**src/usfbc_pkg.sv**
```systemverilog
package usfbc_pkg;

    // Register indices; the byte address on the bus is four times the index.
    localparam logic [5:0] IDX_RX_CONTROL  = 6'h06;
    localparam logic [5:0] IDX_FRAME_CTRL  = 6'h07;
    localparam logic [5:0] IDX_BAUD_LO     = 6'h08;
    localparam logic [5:0] IDX_BAUD_HI     = 6'h09;
    localparam logic [5:0] IDX_AB_WINDOW   = 6'h0A;
    localparam logic [5:0] IDX_DEBUG       = 6'h0B;
    localparam logic [5:0] IDX_IR_EVENT    = 6'h0C;
    localparam logic [5:0] IDX_TX_PULSE    = 6'h0D;
    localparam logic [5:0] IDX_STATUS      = 6'h10;

    // Field positions.
    localparam int FRM_MODE_LSB      = 6;
    localparam int FRM_PARITY_LSB    = 4;
    localparam int FRM_STOP_BIT      = 3;
    localparam int FRM_CHAR_LSB      = 0;
    localparam int FRM_SPI_ORDER_BIT = 2;
    localparam int FRM_SPI_PHASE_BIT = 1;
    localparam int RXC_MULTIPROC_ADDR_ENABLE_BIT      = 0;
    localparam int RXC_RXMODE_LSB    = 1;
    localparam int AB_WINDOW_LSB     = 6;
    localparam int DBG_RUN_BIT       = 0;
    localparam int IRE_DISABLE_BIT   = 0;

    // Reset values.
    localparam logic [7:0]  FRAME_CTRL_RESET = 8'h03;
    localparam logic [7:0]  BYTE_REG_RESET   = 8'h00;
    localparam logic [15:0] BAUD_RESET       = 16'h0000;

    typedef enum logic [1:0] {
        MODE_ASYNC,
        MODE_SYNC,
        MODE_INFRARED,
        MODE_HOST_SPI
    } usfbc_mode_e;

    localparam logic [1:0] PAR_EVEN        = 2'h2;
    localparam logic [1:0] PAR_ODD         = 2'h3;
    localparam logic [2:0] CHAR_NINE_LOW   = 3'h6;
    localparam logic [2:0] CHAR_NINE_HIGH  = 3'h7;
    localparam logic [2:0] CHAR_EIGHT      = 3'h3;
    localparam logic [1:0] RXMODE_LIN_AUTO = 2'h3;

    // Baud sampling and the auto-baud window.
    localparam logic [3:0] SAMPLES_PER_BIT_M1 = 4'hF;
    localparam logic [7:0] SAMPLES_PER_PAIR   = 8'h20;
    localparam logic [7:0] AB_TOL_WDW0        = 8'h06;
    localparam logic [7:0] AB_TOL_WDW1        = 8'h05;
    localparam logic [7:0] AB_TOL_WDW2        = 8'h07;
    localparam logic [7:0] AB_TOL_WDW3        = 8'h08;

    // Infrared transmit pulse coding.
    localparam logic [7:0] TX_PULSE_LENGTH_FRACTIONAL = 8'h00;
    localparam logic [7:0] TX_PULSE_LENGTH_DISABLED   = 8'hFF;
    localparam logic [3:0] IR_PULSE_SAMPLES = 4'h3;

    localparam logic [1:0] AXI_OKAY   = 2'h0;
    localparam logic [1:0] AXI_SLVERR = 2'h2;

endpackage

```
**src/usfbc_baud_prescaler.sv**
```systemverilog
`timescale 1ns/1ps
module usfbc_baud_prescaler
    import usfbc_pkg::*;
(
    input  wire logic        i_clock,
    input  wire logic        i_rst_n,
    input  wire logic        i_run,
    input  wire logic        i_reload,
    input  wire logic [15:0] i_divisor,
    output logic             o_sample_tick,
    output logic             o_bit_tick
);
    logic [15:0] count_ff;
    logic [3:0]  sample_ff;

    // A reload restarts both counters at once so the new rate is in force on the next cycle.
    always_ff @(posedge i_clock) begin
        if (!i_rst_n || i_reload) begin
            count_ff      <= i_divisor;
            sample_ff     <= SAMPLES_PER_BIT_M1;
            o_sample_tick <= 1'b0;
            o_bit_tick    <= 1'b0;
        end else if (i_run) begin
            o_sample_tick <= (count_ff == 16'h0000);
            o_bit_tick    <= (count_ff == 16'h0000) && (sample_ff == 4'h0);
            if (count_ff == 16'h0000) begin
                count_ff  <= i_divisor;
                sample_ff <= sample_ff - 4'h1;
            end else begin
                count_ff <= count_ff - 16'h0001;
            end
        end else begin
            o_sample_tick <= 1'b0;
            o_bit_tick    <= 1'b0;
        end
    end
endmodule

```
**src/usfbc_ir_tx_encoder.sv**
```systemverilog
`timescale 1ns/1ps
module usfbc_ir_tx_encoder
    import usfbc_pkg::*;
(
    input  wire logic       i_clock,
    input  wire logic       i_rst_n,
    input  wire logic       i_coding_on,
    input  wire logic [7:0] i_pulse_length,
    input  wire logic       i_bit_tick,
    input  wire logic       i_sample_tick,
    input  wire logic       i_tx_bit,
    output logic            o_line
);
    logic [7:0] left_ff;
    logic       pulse_ff;
    logic       fractional;

    assign fractional = (i_pulse_length == TX_PULSE_LENGTH_FRACTIONAL);

    // A zero bit becomes one pulse that starts on the bit boundary; a one bit sends nothing.
    always_ff @(posedge i_clock) begin
        if (!i_rst_n || !i_coding_on) begin
            left_ff  <= 8'h00;
            pulse_ff <= 1'b0;
        end else if (i_bit_tick && !i_tx_bit) begin
            left_ff  <= fractional ? {4'h0, IR_PULSE_SAMPLES} : i_pulse_length;
            pulse_ff <= 1'b1;
        end else if (pulse_ff && (fractional ? i_sample_tick : 1'b1)) begin
            left_ff  <= left_ff - 8'h01;
            pulse_ff <= (left_ff != 8'h01);
        end
    end

    always_ff @(posedge i_clock) begin
        if (!i_rst_n) begin
            o_line <= 1'b1;
        end else begin
            o_line <= i_coding_on ? !pulse_ff : i_tx_bit;
        end
    end
endmodule

```
**src/usfbc_config.sv**
```systemverilog
// The AXI4-Lite interface to the registers is this design's own decision.
`timescale 1ns/1ps
// Behaviour
// - Multiprocessor enable bit set turns multiprocessor communication mode on, clear turns it off.
// - Two-bit mode field picks asynchronous, synchronous, infrared or host SPI operation.
// - Mode value 3 switches frame control to SPI layout: only order and phase bits.
// - Parity field: 0 none, 2 even, 3 odd; 1 is reserved.
// - Transmitter appends one stop bit when stop bit is 0, two when 1.
// - Receiver ignores stop bit count; its frame check is always the same.
// - One character width field serves both directions: 5 to 8, or 9 bits with order.
// - Normal frame control resets to 0x03: asynchronous, no parity, one stop, 8 bits.
// - SPI order bit: 0 sends MSB first, 1 LSB first, both directions alike.
// - SPI phase bit: 0 samples on leading edge, 1 on trailing edge.
// - Sixteen-bit baud divisor is two byte registers, low at base, high at base+1.
// - Any baud divisor write reloads the prescaler at once.
// - Auto-baud window field sets accepted pair count 32 plus or minus 6, 5, 7, 8.
// - Receiver takes 16 samples per bit, so a bit pair spans 32 samples.
// - Debug run clear halts the block and ignores events while CPU is halted.
// - Infrared event enable bit gates event input; writing 1 disables it.
// - Pulse length acts in infrared mode: 0 gives 3/16, 1-254 clocks, 255 off.
module usfbc_config
    import usfbc_pkg::*;
(
    input  wire logic        i_clock,
    input  wire logic        i_rst_n,
    input  wire logic [7:0]  i_awaddr,
    input  wire logic        i_awvalid,
    output logic             o_awready,
    input  wire logic [31:0] i_wdata,
    input  wire logic [3:0]  i_wstrb,
    input  wire logic        i_wvalid,
    output logic             o_wready,
    output logic [1:0]       o_bresp,
    output logic             o_bvalid,
    input  wire logic        i_bready,
    input  wire logic [7:0]  i_araddr,
    input  wire logic        i_arvalid,
    output logic             o_arready,
    output logic [31:0]      o_rdata,
    output logic [1:0]       o_rresp,
    output logic             o_rvalid,
    input  wire logic        i_rready,
    input  wire logic        i_debug_halted,
    input  wire logic        i_ir_event,
    input  wire logic        i_tx_serial,
    input  wire logic [7:0]  i_ab_pair_samples,
    output logic [1:0]       o_comm_mode_select,
    output logic             o_infrared_mode,
    output logic             o_host_spi_mode,
    output logic             o_multiproc_addr_enable,
    output logic             o_parity_enable,
    output logic             o_parity_odd,
    output logic [1:0]       o_tx_stop_bits,
    output logic [3:0]       o_data_bits,
    output logic             o_nine_bit_high_first,
    output logic [3:0]       o_tx_frame_bits,
    output logic [3:0]       o_rx_frame_bits,
    output logic             o_spi_bit_order,
    output logic             o_spi_sample_phase,
    output logic             o_lin_constrained_autobaud,
    output logic             o_ab_in_window,
    output logic             o_run_enable,
    output logic             o_ir_event_accept,
    output logic             o_sample_tick,
    output logic             o_bit_tick,
    output logic             o_tx_line
);
    logic [7:0]  frame_ctrl_ff;
    logic [7:0]  rx_ctrl_ff;
    logic [15:0] baud_ff;
    logic [7:0]  ab_window_ff;
    logic [7:0]  debug_ff;
    logic [7:0]  ir_event_ff;
    logic [7:0]  tx_pulse_ff;

    logic [7:0]  awaddr_ff;
    logic [7:0]  wdata_ff;
    logic        wlane_ff;
    logic        awready_ff;
    logic        wready_ff;
    logic        bvalid_ff;
    logic [1:0]  bresp_ff;
    logic        arready_ff;
    logic        rvalid_ff;
    logic [31:0] rdata_ff;
    logic [1:0]  rresp_ff;

    logic        wr_fire;
    logic [5:0]  wr_idx;
    logic        wr_byte;
    logic        wr_mapped;
    logic [5:0]  rd_idx;
    logic [7:0]  rd_byte;
    logic        rd_mapped;
    logic        baud_reload;
    logic        run_now;
    logic        spi_layout;
    logic [1:0]  nxt_mode;
    logic [7:0]  nxt_frame_ctrl;
    logic [15:0] nxt_baud;
    logic [2:0]  char_code;
    logic [7:0]  ab_tolerance;
    logic [3:0]  data_bits;
    logic        parity_on;
    logic        coding_on;

    // Write channel: address and data are captured independently, in either order.
    assign wr_fire   = !awready_ff && !wready_ff && !bvalid_ff;
    assign wr_idx    = awaddr_ff[7:2];
    assign wr_byte   = wr_fire && wlane_ff;

    // The writable registers sit at consecutive indices, so one range check decodes them.
    assign wr_mapped = (wr_idx >= IDX_RX_CONTROL) && (wr_idx <= IDX_TX_PULSE);

    always_ff @(posedge i_clock) begin
        if (!i_rst_n) begin
            awready_ff <= 1'b1;
            awaddr_ff  <= 8'h00;
        end else if (awready_ff && i_awvalid) begin
            awready_ff <= 1'b0;
            awaddr_ff  <= i_awaddr;
        end else if (bvalid_ff && i_bready) begin
            awready_ff <= 1'b1;
        end
    end

    always_ff @(posedge i_clock) begin
        if (!i_rst_n) begin
            wready_ff <= 1'b1;
            wdata_ff  <= 8'h00;
            wlane_ff  <= 1'b0;
        end else if (wready_ff && i_wvalid) begin
            wready_ff <= 1'b0;
            wdata_ff  <= i_wdata[7:0];
            wlane_ff  <= i_wstrb[0];
        end else if (bvalid_ff && i_bready) begin
            wready_ff <= 1'b1;
        end
    end

    // Writes to the status register or an unmapped index complete with an error and change nothing.
    always_ff @(posedge i_clock) begin
        if (!i_rst_n) begin
            bvalid_ff <= 1'b0;
            bresp_ff  <= AXI_OKAY;
        end else if (wr_fire) begin
            bvalid_ff <= 1'b1;
            bresp_ff  <= wr_mapped ? AXI_OKAY : AXI_SLVERR;
        end else if (bvalid_ff && i_bready) begin
            bvalid_ff <= 1'b0;
        end
    end

    // A write that selects mode 3 takes only the mode, order and phase bits; the rest keep their value.
    assign nxt_mode       = wdata_ff[FRM_MODE_LSB +: 2];
    assign spi_layout     = (frame_ctrl_ff[FRM_MODE_LSB +: 2] == MODE_HOST_SPI);
    always_comb begin
        nxt_frame_ctrl = wdata_ff;
        if (nxt_mode == MODE_HOST_SPI) begin
            nxt_frame_ctrl = frame_ctrl_ff;
            nxt_frame_ctrl[FRM_MODE_LSB +: 2]  = nxt_mode;
            nxt_frame_ctrl[FRM_SPI_ORDER_BIT]  = wdata_ff[FRM_SPI_ORDER_BIT];
            nxt_frame_ctrl[FRM_SPI_PHASE_BIT]  = wdata_ff[FRM_SPI_PHASE_BIT];
        end
    end

    always_ff @(posedge i_clock) begin
        if (!i_rst_n) begin
            frame_ctrl_ff <= FRAME_CTRL_RESET;
        end else if (wr_byte && wr_idx == IDX_FRAME_CTRL) begin
            frame_ctrl_ff <= nxt_frame_ctrl;
        end
    end

    always_ff @(posedge i_clock) begin
        if (!i_rst_n) begin
            rx_ctrl_ff <= BYTE_REG_RESET;
        end else if (wr_byte && wr_idx == IDX_RX_CONTROL) begin
            rx_ctrl_ff <= wdata_ff;
        end
    end

    // The prescaler reloads from the next value, so the written divisor counts from the reload on.
    assign nxt_baud = (wr_byte && wr_idx == IDX_BAUD_LO) ? {baud_ff[15:8], wdata_ff}
                    : (wr_byte && wr_idx == IDX_BAUD_HI) ? {wdata_ff, baud_ff[7:0]} : baud_ff;
    always_ff @(posedge i_clock) begin
        if (!i_rst_n) begin
            baud_ff <= BAUD_RESET;
        end else begin
            baud_ff <= nxt_baud;
        end
    end

    always_ff @(posedge i_clock) begin
        if (!i_rst_n) begin
            ab_window_ff <= BYTE_REG_RESET;
            debug_ff     <= BYTE_REG_RESET;
            ir_event_ff  <= BYTE_REG_RESET;
            tx_pulse_ff  <= BYTE_REG_RESET;
        end else if (wr_byte) begin
            if (wr_idx == IDX_AB_WINDOW) begin
                ab_window_ff <= wdata_ff;
            end
            if (wr_idx == IDX_DEBUG) begin
                debug_ff <= wdata_ff;
            end
            if (wr_idx == IDX_IR_EVENT) begin
                ir_event_ff <= wdata_ff;
            end
            if (wr_idx == IDX_TX_PULSE) begin
                tx_pulse_ff <= wdata_ff;
            end
        end
    end

    // Read channel: one cycle from the address handshake to read data.
    assign rd_idx = i_araddr[7:2];
    always_comb begin
        rd_mapped = 1'b1;
        rd_byte   = 8'h00;
        case (rd_idx)
            IDX_RX_CONTROL: begin
                rd_byte = rx_ctrl_ff;
            end
            IDX_FRAME_CTRL: begin
                rd_byte = frame_ctrl_ff;
                if (spi_layout) begin
                    rd_byte = {frame_ctrl_ff[FRM_MODE_LSB +: 2], 3'h0,
                               frame_ctrl_ff[FRM_SPI_ORDER_BIT], frame_ctrl_ff[FRM_SPI_PHASE_BIT], 1'b0};
                end
            end
            IDX_BAUD_LO: begin
                rd_byte = baud_ff[7:0];
            end
            IDX_BAUD_HI: begin
                rd_byte = baud_ff[15:8];
            end
            IDX_AB_WINDOW: begin
                rd_byte = ab_window_ff;
            end
            IDX_DEBUG: begin
                rd_byte = debug_ff;
            end
            IDX_IR_EVENT: begin
                rd_byte = ir_event_ff;
            end
            IDX_TX_PULSE: begin
                rd_byte = tx_pulse_ff;
            end
            IDX_STATUS: begin
                rd_byte = {4'h0, o_tx_line, o_ab_in_window, o_ir_event_accept, o_run_enable};
            end
            default: begin
                rd_mapped = 1'b0;
            end
        endcase
    end

    always_ff @(posedge i_clock) begin
        if (!i_rst_n) begin
            arready_ff <= 1'b1;
            rvalid_ff  <= 1'b0;
            rdata_ff   <= 32'h0000_0000;
            rresp_ff   <= AXI_OKAY;
        end else if (arready_ff && i_arvalid) begin
            arready_ff <= 1'b0;
            rvalid_ff  <= 1'b1;
            rdata_ff   <= {24'h00_0000, rd_byte};
            rresp_ff   <= rd_mapped ? AXI_OKAY : AXI_SLVERR;
        end else if (rvalid_ff && i_rready) begin
            arready_ff <= 1'b1;
            rvalid_ff  <= 1'b0;
        end
    end

    assign o_awready = awready_ff;
    assign o_wready  = wready_ff;
    assign o_bvalid  = bvalid_ff;
    assign o_bresp   = bresp_ff;
    assign o_arready = arready_ff;
    assign o_rvalid  = rvalid_ff;
    assign o_rdata   = rdata_ff;
    assign o_rresp   = rresp_ff;

    // The block only freezes while the CPU is halted and running in debug is not allowed.
    assign run_now     = debug_ff[DBG_RUN_BIT] || !i_debug_halted;
    assign baud_reload = wr_byte && (wr_idx == IDX_BAUD_LO || wr_idx == IDX_BAUD_HI);

    usfbc_baud_prescaler u_prescaler (
        .i_clock       (i_clock),
        .i_rst_n       (i_rst_n),
        .i_run         (run_now),
        .i_reload      (baud_reload),
        .i_divisor     (nxt_baud),
        .o_sample_tick (o_sample_tick),
        .o_bit_tick    (o_bit_tick)
    );

    // Pulse coding is bypassed outside infrared mode or when the length is all ones.
    assign coding_on = run_now && (frame_ctrl_ff[FRM_MODE_LSB +: 2] == MODE_INFRARED)
                       && (tx_pulse_ff != TX_PULSE_LENGTH_DISABLED);

    usfbc_ir_tx_encoder u_ir_encoder (
        .i_clock        (i_clock),
        .i_rst_n        (i_rst_n),
        .i_coding_on    (coding_on),
        .i_pulse_length (tx_pulse_ff),
        .i_bit_tick     (o_bit_tick),
        .i_sample_tick  (o_sample_tick),
        .i_tx_bit       (i_tx_serial),
        .o_line         (o_tx_line)
    );

    // Reserved width codes fall back to eight bits and the reserved parity code means no parity.
    assign char_code = frame_ctrl_ff[FRM_CHAR_LSB +: 3];
    assign data_bits = (char_code >= CHAR_NINE_LOW) ? 4'h9
                     : (char_code <= CHAR_EIGHT) ? 4'h5 + {1'b0, char_code} : 4'h8;

    assign parity_on = (frame_ctrl_ff[FRM_PARITY_LSB +: 2] == PAR_EVEN)
                       || (frame_ctrl_ff[FRM_PARITY_LSB +: 2] == PAR_ODD);

    assign ab_tolerance = (ab_window_ff[AB_WINDOW_LSB +: 2] == 2'h0) ? AB_TOL_WDW0
                        : (ab_window_ff[AB_WINDOW_LSB +: 2] == 2'h1) ? AB_TOL_WDW1
                        : (ab_window_ff[AB_WINDOW_LSB +: 2] == 2'h2) ? AB_TOL_WDW2 : AB_TOL_WDW3;

    always_ff @(posedge i_clock) begin
        if (!i_rst_n) begin
            o_comm_mode_select      <= MODE_ASYNC;
            o_infrared_mode         <= 1'b0;
            o_host_spi_mode         <= 1'b0;
            o_multiproc_addr_enable <= 1'b0;
        end else begin
            o_comm_mode_select      <= frame_ctrl_ff[FRM_MODE_LSB +: 2];
            o_infrared_mode         <= (frame_ctrl_ff[FRM_MODE_LSB +: 2] == MODE_INFRARED);
            o_host_spi_mode         <= spi_layout;
            o_multiproc_addr_enable <= rx_ctrl_ff[RXC_MULTIPROC_ADDR_ENABLE_BIT];
        end
    end

    // The parity fields are shown as zero in host SPI mode; the other frame fields still follow the register.
    always_ff @(posedge i_clock) begin
        if (!i_rst_n) begin
            o_parity_enable       <= 1'b0;
            o_parity_odd          <= 1'b0;
            o_tx_stop_bits        <= 2'h1;
            o_data_bits           <= 4'h8;
            o_nine_bit_high_first <= 1'b0;
            o_tx_frame_bits       <= 4'hA;
            o_rx_frame_bits       <= 4'hA;
        end else begin
            o_parity_enable       <= parity_on && !spi_layout;
            o_parity_odd          <= (frame_ctrl_ff[FRM_PARITY_LSB +: 2] == PAR_ODD) && !spi_layout;
            o_tx_stop_bits        <= frame_ctrl_ff[FRM_STOP_BIT] ? 2'h2 : 2'h1;
            o_data_bits           <= data_bits;
            o_nine_bit_high_first <= (frame_ctrl_ff[FRM_CHAR_LSB +: 3] == CHAR_NINE_HIGH);
            o_tx_frame_bits       <= 4'h1 + data_bits + {3'h0, parity_on}
                                     + (frame_ctrl_ff[FRM_STOP_BIT] ? 4'h2 : 4'h1);
            o_rx_frame_bits       <= 4'h2 + data_bits + {3'h0, parity_on};
        end
    end

    always_ff @(posedge i_clock) begin
        if (!i_rst_n) begin
            o_spi_bit_order    <= 1'b0;
            o_spi_sample_phase <= 1'b0;
        end else begin
            o_spi_bit_order    <= spi_layout && frame_ctrl_ff[FRM_SPI_ORDER_BIT];
            o_spi_sample_phase <= spi_layout && frame_ctrl_ff[FRM_SPI_PHASE_BIT];
        end
    end

    always_ff @(posedge i_clock) begin
        if (!i_rst_n) begin
            o_lin_constrained_autobaud <= 1'b0;
            o_ab_in_window             <= 1'b0;
        end else begin
            o_lin_constrained_autobaud <= (rx_ctrl_ff[RXC_RXMODE_LSB +: 2] == RXMODE_LIN_AUTO);
            o_ab_in_window             <= (rx_ctrl_ff[RXC_RXMODE_LSB +: 2] == RXMODE_LIN_AUTO)
                                          && (i_ab_pair_samples >= SAMPLES_PER_PAIR - ab_tolerance)
                                          && (i_ab_pair_samples <= SAMPLES_PER_PAIR + ab_tolerance);
        end
    end

    // A set enable bit turns the event input off; halted debug drops events as well.
    always_ff @(posedge i_clock) begin
        if (!i_rst_n) begin
            o_run_enable      <= 1'b0;
            o_ir_event_accept <= 1'b0;
        end else begin
            o_run_enable      <= run_now;
            o_ir_event_accept <= i_ir_event && !ir_event_ff[IRE_DISABLE_BIT] && run_now;
        end
    end

endmodule

```
**config.mk**
```make
export PLATFORM = sky130hd
export DESIGN_NAME = usfbc_config
export DESIGN_NICKNAME = d
export VERILOG_FILES = /design/src/usfbc_pkg.sv /design/src/usfbc_baud_prescaler.sv /design/src/usfbc_ir_tx_encoder.sv /design/src/usfbc_config.sv
export SDC_FILE = /design/constraint.sdc
export NUM_CORES = 1
export LEC_CHECK = 0
export ABC_AREA = 1
export ABC_CLOCK_PERIOD_IN_PS = 3220
export BUFFER_PORTS_ARGS = -buffer_cell sky130_fd_sc_hd__buf_2
export CORE_UTILIZATION = 60
export DETAILED_ROUTE_END_ITERATION = 10
export PLACE_DENSITY = 0.9
export SLEW_MARGIN = 20
export SYNTH_ARGS = -nofsm -noshare
export SYNTH_HDL_FRONTEND = slang
export SYNTH_HIERARCHICAL = 1
export SYNTH_SLANG_ARGS = --single-unit
```
**constraint.sdc**
```tcl
create_clock -name i_clock -period 3.22 [get_ports i_clock]
set_input_delay 0.322 -clock i_clock [delete_from_list [all_inputs] [get_ports i_clock]]
set_output_delay 0.322 -clock i_clock [all_outputs]
set_load 0.05 [all_outputs]
```
# Word level (Yosys, flattened, before mapping)
# Cells that the tools add are included.
word_totals:
  mem_bits_rw: 0
  regBits: 158
  input_bits: 70
  rom_bits: 0
  word_cells: 183
  latch_bits: 0
  n_memories: 0
op_classes:
  n_div: 0
  bitwise: 2
  n_addsub: 11
  n_mul: 0
  shifts: 0
  n_reduce_logical: 60
  order_cmp: 6
  eq_ne: 28
  n_mux: 33
op_table:
  columns: ["operator", "count"]
  rows:
  - ["$mux W16", 5]
  - ["$eq A6 B4 Y1 const B", 12]
  - ["$pmux W8 S9", 1]
  - ["$logic_and A1 B1 Y1", 27]
  - ["$eq A6 B3 Y1 const B", 4]
  - ["$mux W8", 3]
  - ["$mux W4", 5]
  - ["$logic_not A16 Y1", 1]
  - ["$sub A16 B1 Y16 const B", 1]
  - ["$eq A2 B2 Y1 const B", 7]
  - ["$mux W1", 14]
  - ["$reduce_and A2 Y1", 6]
  - ["$reduce_bool A2 Y1", 6]
  - ["$logic_not A1 Y1", 10]
  - ["$reduce_or A9 Y1", 1]
  - ["$add A4 B1 Y4", 2]
  - ["$ge A8 B8 Y1", 1]
  - ["$le A8 B7 Y1", 1]
  - ["$logic_not A8 Y1", 1]
  - ["$mux W2", 4]
  - ["$ne A8 B1 Y1 const B", 1]
  - ["$ne A8 B8 Y1 const B", 1]
  - ["$sub A8 B1 Y8 const B", 1]
  - ["$add A6 B4 Y7 const A", 1]
  - ["19 further kinds", 24]

# Depth between registers and ports, before layout
# Gate-level depths: netlist of run 1.
depth:
  depth_word: 10
  ltp_mapped: 13
  ltp_nobuf: 13

# Cells and area by module
# Netlist of run 1, hierarchy kept.
modules_own_cells:
  columns: ["module", "n_inst", "seq_area_each_um2", "area_per_inst_um2", "cells_each"]
  rows:
  - ["usfbc_config", 1, 2442.3, 5814.3, 801]
  - ["usfbc_baud_prescaler", 1, 600.6, 1447.6, 195]
  - ["usfbc_ir_tx_encoder", 1, 200.2, 708.2, 107]

# Worst setup path after synthesis of run 1
# OpenSTA, ideal clock, no wires.
synth_timing:
  path_type: "register to register"
  start: "reg awready_ff, in the netlist o_awready"
  end: "reg u_prescaler.count_ff[0], enable pin"
  setup_slack_ns: 0.915
  stages_incl_launch_ff: 9
  setup_time_ns: 0.368
  required_ns: 2.852
  arrival_time_ns: 1.938
  n_path_buf: 0
  path_cell_list: "dfxtp_1 -> inv_1 -> nand2_2 -> nor2_4 -> nand2_4 -> inv_4 -> o211a_1 -> nor2_2 -> nand2_1"
synth_via:
  elab_chain_cells: 7
synth_lines:
  columns: ["item", "line", "source"]
  rows:
  - ["from (decl)", "usfbc_config.sv:79", "logic awready_ff;"]
  - ["from (signal assigned)", "usfbc_config.sv:117", "awready_ff <= 1'b1;"]
  - ["from (signal assigned)", "usfbc_config.sv:120", "awready_ff <= 1'b0;"]
  - ["from (signal assigned)", "usfbc_config.sv:123", "awready_ff <= 1'b1;"]
  - ["$logic_not A1 Y1", "usfbc_config.sv:108", "assign wr_fire = !awready_ff && !wready_ff && !bvalid_ff;"]
  - ["$logic_and A1 B1 Y1 (2 in a row)", "usfbc_config.sv:108", null]
  - ["$logic_and A1 B1 Y1", "usfbc_config.sv:110", "assign wr_byte = wr_fire && wlane_ff;"]
  - ["$logic_and A1 B1 Y1", "usfbc_config.sv:287", "assign baud_reload = wr_byte && (wr_idx == IDX_BAUD_LO || wr_idx == IDX_BAUD_HI);"]
  - ["via baud_reload", "usfbc_config.sv:95", "logic baud_reload;"]
  - ["$logic_or A1 B1 Y1", "usfbc_baud_prescaler.sv:18", "if (!i_rst_n || i_reload) begin"]
  - ["$reduce_bool A2 Y1 (no line)", null, null]
  - ["to (signal assigned)", "usfbc_baud_prescaler.sv:19", "count_ff <= i_divisor;"]
  - ["to (signal assigned)", "usfbc_baud_prescaler.sv:27", "count_ff <= i_divisor;"]
  - ["to (signal assigned)", "usfbc_baud_prescaler.sv:30", "count_ff <= count_ff - 16'h0001;"]
  - ["to (decl)", "usfbc_baud_prescaler.sv:13", "logic [15:0] count_ff;"]
# The timed path passes the listed nets, and every way through them passes these cells.
# A chain may end at the register's enable or synchronous reset.

# Worst setup path in the final report of run 1
layout_timing:
  start: "reg frame_ctrl_ff[1]"
  end: "reg o_tx_frame_bits[3]"
layout_via:
  elab_chain_cells: 6
  elab_cells_between_ends: 8
  cone_classes: "add/sub (4); order compare (2); mux (2)"
layout_lines:
  columns: ["item", "line", "source"]
  rows:
  - ["from (decl)", "usfbc_config.sv:68", "logic [7:0] frame_ctrl_ff;"]
  - ["from (signal assigned)", "usfbc_config.sv:171", "frame_ctrl_ff <= nxt_frame_ctrl;"]
  - ["$add A3 B3 Y4 or $le A3 B2 Y1 (tied branches)", "usfbc_config.sv:317", ": (char_code <= CHAR_EIGHT) ? 4'h5 + {1'b0, char_code} : 4'h8;"]
  - ["$mux W4", "usfbc_config.sv:317", null]
  - ["$mux W4 (*)", "usfbc_config.sv:316", "assign data_bits = (char_code >= CHAR_NINE_LOW) ? 4'h9"]
  - ["via data_bits[1]", "usfbc_config.sv:103", "logic [3:0] data_bits;"]
  - ["$add A1 B4 Y4 (*)", "usfbc_config.sv:356", "o_tx_frame_bits <= 4'h1 + data_bits + {3'h0, parity_on}"]
  - ["$add A4 B1 Y4 (*)", "usfbc_config.sv:356", null]
  - ["$add A4 B2 Y4 (*)", "usfbc_config.sv:357", "+ (frame_ctrl_ff[FRM_STOP_BIT] ? 4'h2 : 4'h1);"]
  - ["to (signal assigned)", "usfbc_config.sv:356", null]
  - ["to (decl)", "usfbc_config.sv:56", "output logic [3:0] o_tx_frame_bits,"]
# Mark *: on every way through the listed nets, which the timed path passes. The rest lies on a longest branch.

==> flow_summary.ini, run 1 <==
[routing]
ant_nets = 0
firstDrtPassIters = 6
drt_iter0_drc = 780
drc_errors = 0
wl_per_cell_um = 15.2
routed_via_density = 5.51
vias = 7504
wl_um = 20700

[global_routing]
grt_pass1_vias = 6896
gr-total-overflow = 0
grt.total_usage_pct = 31.8
antenna_found_initial = 0
grt_pass1_wl_um = 33000
grt_max_degree = 55

[finish]
drive_gt1_share_pct = 14.9
insertedDiodeCount = 0
stdcell_count = 1363
final_nets = 1277
area_growth_pct = 12.4
n_fill_cell = 992
fin_area_mm2 = 0.00896

[clock_tree]
clock-sinks = 154
cts_setup_buffers = 0
cts_max_level = 4
cts_tree = built
cts_hold_buf = 0
post_cts_resized = 0
worstSkewPairLatency_ns = 0.43
cts_root_buffer = clkbuf_16
clock_tree.buffer_depth = 2
path_clk_slew_ns = 0.06
cts_made_buffers = 17

[synth]
synth_flop_cell = dfxtp_1
postSynthCellCount = 1103
ys_types = 46
ys_seq_elements = 154
synthDominantCellAreaShare_pct = 34.7
syn_area_per_cell_um2 = 7.23
synth_edf_count = 16
yosys_warnings = 6
syn-cell-area_mm2 = 0.00797
ys_top_cells_by_area = dfxtp_1 (35%), nand2_1 (11%), nor2_1 (6.5%)
post-synth-top-area-cell = dfxtp_1
synth-async-reset-ratio_pct = 0
synth_seq_area_share_pct = 40.7

[flow_run]
cap_violations = 0

[power_and_ir_drop]
p_comb_share_pct = 9.8
p_per_area_mw_per_mm2 = 503
p_leak_nw = 4.16
finalPower_mw = 4.50
seq_power_share_pct = 46.0
internal_power_mw = 3.27
p_sw_mw = 1.23
max-vdd-ir-drop_mv = 0.380
power.share.clock_pct = 44.2
power_switching_share_pct = 27.4

[sta]
slew_viol_final = 0
finalHoldViolations = 0
final.setup.tns_ns = 0
max-slew-margin-rel_pct = 52.3
fmax_mhz = 414
rsz0062_at_grt = false
setup_viol = 0
period_needed_ns = 2.41
skew_ns = 0.0104
tightest_slew_ns = 0.714
period_share_pct = 75.0

[floorplanning]
die-area_mm2 = 0.0137
die_w_um = 117
coreArea_mm2 = 0.0128
fp-row-count = 41
die_h_um = 117
ioPinCount = 142
initial_core_util_pct = 62.4

[worst_setup_path]
worst-setup-path-type = flip-flop to flip-flop
crit_top_cell = ha_1
cp_slowest_cell = dfxtp_1
end_kind = flip-flop
r2r_setup_slack_ns = 0.81
cp_data_required_time_ns = 3.54
critPathArrivalTime_ns = 2.73
critPathLaunchType = flip-flop
slowest_delay_ns = 0.44
crit_chain = ha_1, ha_1, nor2_1, nor3_1, ha_1, ha_1, nand2_1, nor2_1, a211oi_1, o21ai_0
cp_max_fo = 7

[outcome]
status = complete, no violations

[place]
place_area_mm2 = 0.00837
hpwlAfterDp_um = 14200
gp_congestion = 0.953
placed_cells = 1331
io_buffers = 84

[hold_path]
hold_path.class = primary input to flip-flop
power by group through the flow:
stage | Combinational [mW] | Clock (mW) | Sequential, mW
finish | 0.441 | 1.99 | 2.07
global route | 0.483 | 2.08 | 2.08
CTS | 0.435 | 1.99 | 2.07
detailed placement | 0.430 | 0 | 2.11
global placement | 0.419 | 0 | 2.11
floorplan | 0.342 | 0 | 2.10
per-layer routing:
layer | wire length, µm | GRT usage [%]
met3 | 2060 | 8.03
met1 | 8200 | 38.3
met5 | 0 | 0
met2 | 9710 | 52.5
met4 | 717 | 16.5
through the flow:
stage / utilization [%] / hold WS, ns / setup WS, ns
2_1_floorplan: - / 0.405 / 0.915
3_3_place_gp: 65.5 / 0.427 / 0.985
3_5_place_dp: 65.5 / 0.436 / 0.863
4_1_cts: 70.1 / 0.129 / 0.827
5_1_grt: 70.1 / 0.138 / 0.588
6_report: 70.1 / 0.131 / 0.806
layout by cell type, fill, tap and decap left out, drive strengths merged, types with 6 or more instances in the layout:
cell type	instances
a21oi	85
buf	90
clkbuf	23
conb	26
dfxtp	138
edfxtp	16
ha	28
inv	140
nand2	247
nand3	67
nand4	17
nor2	167
nor3	14
o21ai	94
xnor2	6
xor2	8
cell families (layout without fill, tap and decap cells):
kind of cell             count (synthesis)  count (layout)  synth area share [%]
AO/OA/AOI/OAI                          193             193                  12.6
XOR/XNOR                                14              14                  1.54
adder cells (fa/ha/maj)                 29              29                  4.65
buffers and inverters                  194             257                  11.1
flip-flops                             154             154                  40.7
other                                    1              26                0.0471
AND/OR/NAND/NOR                        518             518                  29.4
worst max-delay path, delay by kind of cell, from the launching register on:
kind | cells | cell delay, ns
AOI/OAI and AO/OA | 2 | 0.33
DFF | 1 | 0.44
and+or+nand+nor | 4 | 0.49
adders and majority gates | 4 | 1.04
flip-flops by register name, indices dropped and copies added, names as in the netlist, 2 cells and up:
signal	flops
ab_window_ff	8
awaddr_ff	6
baud_ff	16
debug_ff	8
frame_ctrl_ff	8
ir_event_ff	8
o_comm_mode_select	2
o_data_bits	4
o_rdata	8
o_rx_frame_bits	4
o_tx_frame_bits	4
o_tx_stop_bits	2
rx_ctrl_ff	8
tx_pulse_ff	8
u_ir_encoder/left_ff	8
u_prescaler/count_ff	16
u_prescaler/sample_ff	4
wdata_ff	8
path summary, 6_finish.rpt:
kind                                       start                  to  depth (start not counted)
worst max-delay path            frame_ctrl_ff[1]  o_tx_frame_bits[3]                         10
worst min-delay path              i_debug_halted        o_run_enable                          2
worst max register to register  frame_ctrl_ff[1]  o_tx_frame_bits[3]                         10
worst min register to register    ir_event_ff[0]   o_ir_event_accept                          1
cells in the mapped netlist, types with 2 or more instances:
library cell,count
nor3_2,2
inv_2,7
ha_1,28
inv_1,126
clkbuf_1,17
edfxtp_1,16
xnor2_1,6
nand2_1,237
nor4_1,3
nand2_4,5
nand3_1,60
o21ai_0,75
nand2_2,5
buf_1,4
nor2_4,7
a21oi_1,85
nor3_1,11
a211oi_1,2
xor2_1,8
buf_2,3
o21ai_1,19
o21a_1,2
nor2_2,22
o211ai_1,3
nor2_1,138
buf_4,30
dfxtp_1,138
nand4_1,17
nand3_2,4
nand3_4,3
buf_6,5
layout make-up:
type / instances / area, µm² / share of cell area [%]
Inverter: 135 / 509 / 5.69
Sequential cell: 154 / 3240 / 36.2
Multi-Input combinational cell: 780 / 3940 / 43.9
Clock buffer: 23 / 488 / 5.45
Timing Repair Buffer: 90 / 465 / 5.20
Tap cell: 172 / 215 / 2.40
Clock inverter: 9 / 100 / 1.12
Power figures use the tool's default switching activity.
==> inputs of run 2 (changes only) <==
--- a/config.mk
+++ b/config.mk
@@ -6,11 +6,11 @@
 export NUM_CORES = 1
 export LEC_CHECK = 0
 export ABC_AREA = 1
-export ABC_CLOCK_PERIOD_IN_PS = 3220
+export ABC_CLOCK_PERIOD_IN_PS = 2430
 export BUFFER_PORTS_ARGS = -buffer_cell sky130_fd_sc_hd__buf_2
-export CORE_UTILIZATION = 60
+export CORE_UTILIZATION = 56
 export DETAILED_ROUTE_END_ITERATION = 10
-export PLACE_DENSITY = 0.9
+export PLACE_DENSITY = 0.85
 export SLEW_MARGIN = 20
 export SYNTH_ARGS = -nofsm -noshare
 export SYNTH_HDL_FRONTEND = slang
==> constraint.sdc (replaced) <==
create_clock -name i_clock -period 2.43 [get_ports i_clock]
set_input_delay 0.243 -clock i_clock [delete_from_list [all_inputs] [get_ports i_clock]]
set_output_delay 0.243 -clock i_clock [all_outputs]
set_load 0.05 [all_outputs]
==> run 2 against run 1 <==
  * Combinational power increased by 32%
  * Critical endpoint unchanged
  * Clock-buffer cell count decreased by 6
  * Critical path depth increased by 1
  * Critical path type unchanged
  * Sequential share of layout area decreased by 0.30 points
  * First-iteration DRC count decreased by 9.6%
  * Sequential power increased by 32%
  * Flip-flop and latch count unchanged
  * Worst hold slack got worse by 0.080 ns
  * Largest cell class unchanged
==> flow_summary.ini, run 2 (synthesized netlist as in run 1, its figures left out) <==
[power_and_ir_drop]
p_per_area_mw_per_mm2 = 660
seq_power_share_pct = 45.9
power_switching_share_pct = 29.8
max-vdd-ir-drop_mv = 0.549
p_comb_share_pct = 9.8
p_sw_mw = 1.78
power.share.clock_pct = 44.3
internal_power_mw = 4.19
p_leak_nw = 4.19
finalPower_mw = 5.97

[sta]
rsz0062_at_grt = false
setup_viol = 0
max-slew-margin-rel_pct = 60.3
finalHoldViolations = 0
period_share_pct = 91.0
fmax_mhz = 452
skew_ns = 0.0116
final.setup.tns_ns = 0
slew_viol_final = 0
tightest_slew_ns = 0.594
period_needed_ns = 2.21

[clock_tree]
cts_hold_buf = 0
path_clk_slew_ns = 0.07
worstSkewPairLatency_ns = 0.44
cts_tree = built
cts_root_buffer = clkbuf_16
clock-sinks = 154
cts_made_buffers = 17
clock_tree.buffer_depth = 2
cts_max_level = 4

[flow_run]
cap_violations = 0

[floorplanning]
initial_core_util_pct = 57.4
coreArea_mm2 = 0.0139
fp-row-count = 43
die-area_mm2 = 0.0147
die_h_um = 121
ioPinCount = 142
die_w_um = 121

[finish]
top_regs = baud_ff x16, u_prescaler/count_ff x16
final_nets = 1283
n_fill_cell = 1175
insertedDiodeCount = 0
stdcell_count = 1377
final_cell_mix = nand2_1 (237), nor2_1 (138), dfxtp_1 (137)
area_growth_pct = 13.4
drive_gt1_share_pct = 15.7
layout_commonest_cell = nand2_1

[routing]
vias = 7396
drc_errors = 0
routed_via_density = 5.37
ant_nets = 0
wl_um = 19900
firstDrtPassIters = 5
drt_iter0_drc = 705
wl_per_cell_um = 14.5

[global_routing]
grt_pass1_vias = 6749
grtUsageMet1_pct = 34.6
grt-busiest-layer = met2
antenna_found_initial = 0
grtUsageMet2_pct = 46.7
grt_max_degree = 60
gr-total-overflow = 0
grt.total_usage_pct = 28.3
grt_util_met3_pct = 6.11
grt_pass1_wl_um = 32200

[worst_setup_path]
end_kind = flip-flop
critPathArrivalTime_ns = 2.52
r2r_setup_slack_ns = 0.22
cp_data_required_time_ns = 2.74
critPathLaunchType = flip-flop
worst-setup-path-type = flip-flop to flip-flop
reg2reg_from = frame_ctrl_ff[0]
r2r_end = o_tx_frame_bits[3]
cp_slowest_cell = dfxtp_1
cp_max_fo = 4
slowest_delay_ns = 0.38
critPathCapture = o_tx_frame_bits[3]
crit_chain = inv_1, ha_1, nand2_1, nand2_1, nor3_2, ha_1, ha_1, nand2_1, nor2_1, a211oi_1, o21ai_0
crit_start = frame_ctrl_ff[0]
rr_worst_depth = 11

[place]
placed_cells = 1345
io_buffers = 84
hpwlAfterDp_um = 14300
gp_congestion = 0.916

[hold_path]
hold_path.class = primary input to flip-flop
worstHoldStart = i_ir_event

[outcome]
status = complete, no violations
run 2: what timing repair did:
item / 4_1_cts / 5_1_grt
gates resized for setup: 0 / 2
endpoints found under the setup margin: 0 / 2
buffers inserted: 0 / 0
run 2: layout make-up:
class,count,area (µm²),share of cell area [%]
Multi-Input combinational cell,780,3940,43.6
Inverter,135,509,5.64
Sequential cell,154,3240,35.9
Tap cell,180,225,2.49
Timing Repair Buffer,96,510,5.65
Clock buffer,17,425,4.71
Clock inverter,15,180,1.99
run 2: through the flow:
stage	hold slack (ns)	area [µm²]	setup slack [ns]	utilization, %
floorplan	0.342	8060	0.125	-
global placement	0.433	8420	0.209	60.7
detailed placement	0.438	8420	0.0770	60.7
CTS	0.0460	9030	0.0560	65.1
global route	0.0496	9040	0.0170	65.1
finish	0.0509	9040	0.220	65.1
run 2: how the worst min path moves through the flow:
stage,endpoint,slack (ns),cells after the start
5_1_grt,o_ir_event_accept,0.05,3
4_1_cts,o_ir_event_accept,0.05,3
2_1_floorplan,u_ir_encoder/o_line,0.34,1
3_3_place_gp,debug_ff[1],0.43,2
6_report,o_ir_event_accept,0.05,3
3_5_place_dp,debug_ff[6],0.44,2
run 2: power by group through the flow:
stage	sequential [mW]	clock, mW	combinational [mW]
final	2.74	2.64	0.584
after global routing	2.75	2.76	0.648
after CTS	2.74	2.66	0.580
after detailed placement	2.79	0	0.577
after global placement	2.79	0	0.563
after floorplan	2.79	0	0.453
run 2: metal layers:
metal  share of wire [%]  vias up
li1                    -     3652
met1                  42     3355
met2                  46      325
met4                 3.6        0
met5                   0        -
met3                 8.1       64
run 2: worst max-delay path: cells and delay by family (launching register included):
family | cells | cell delay [ns]
AOI/OAI and AO/OA | 2 | 0.34
buffers and inverters | 1 | 0.09
DFF | 1 | 0.38
adders and majority gates | 3 | 0.79
and+or+nand+nor | 5 | 0.47
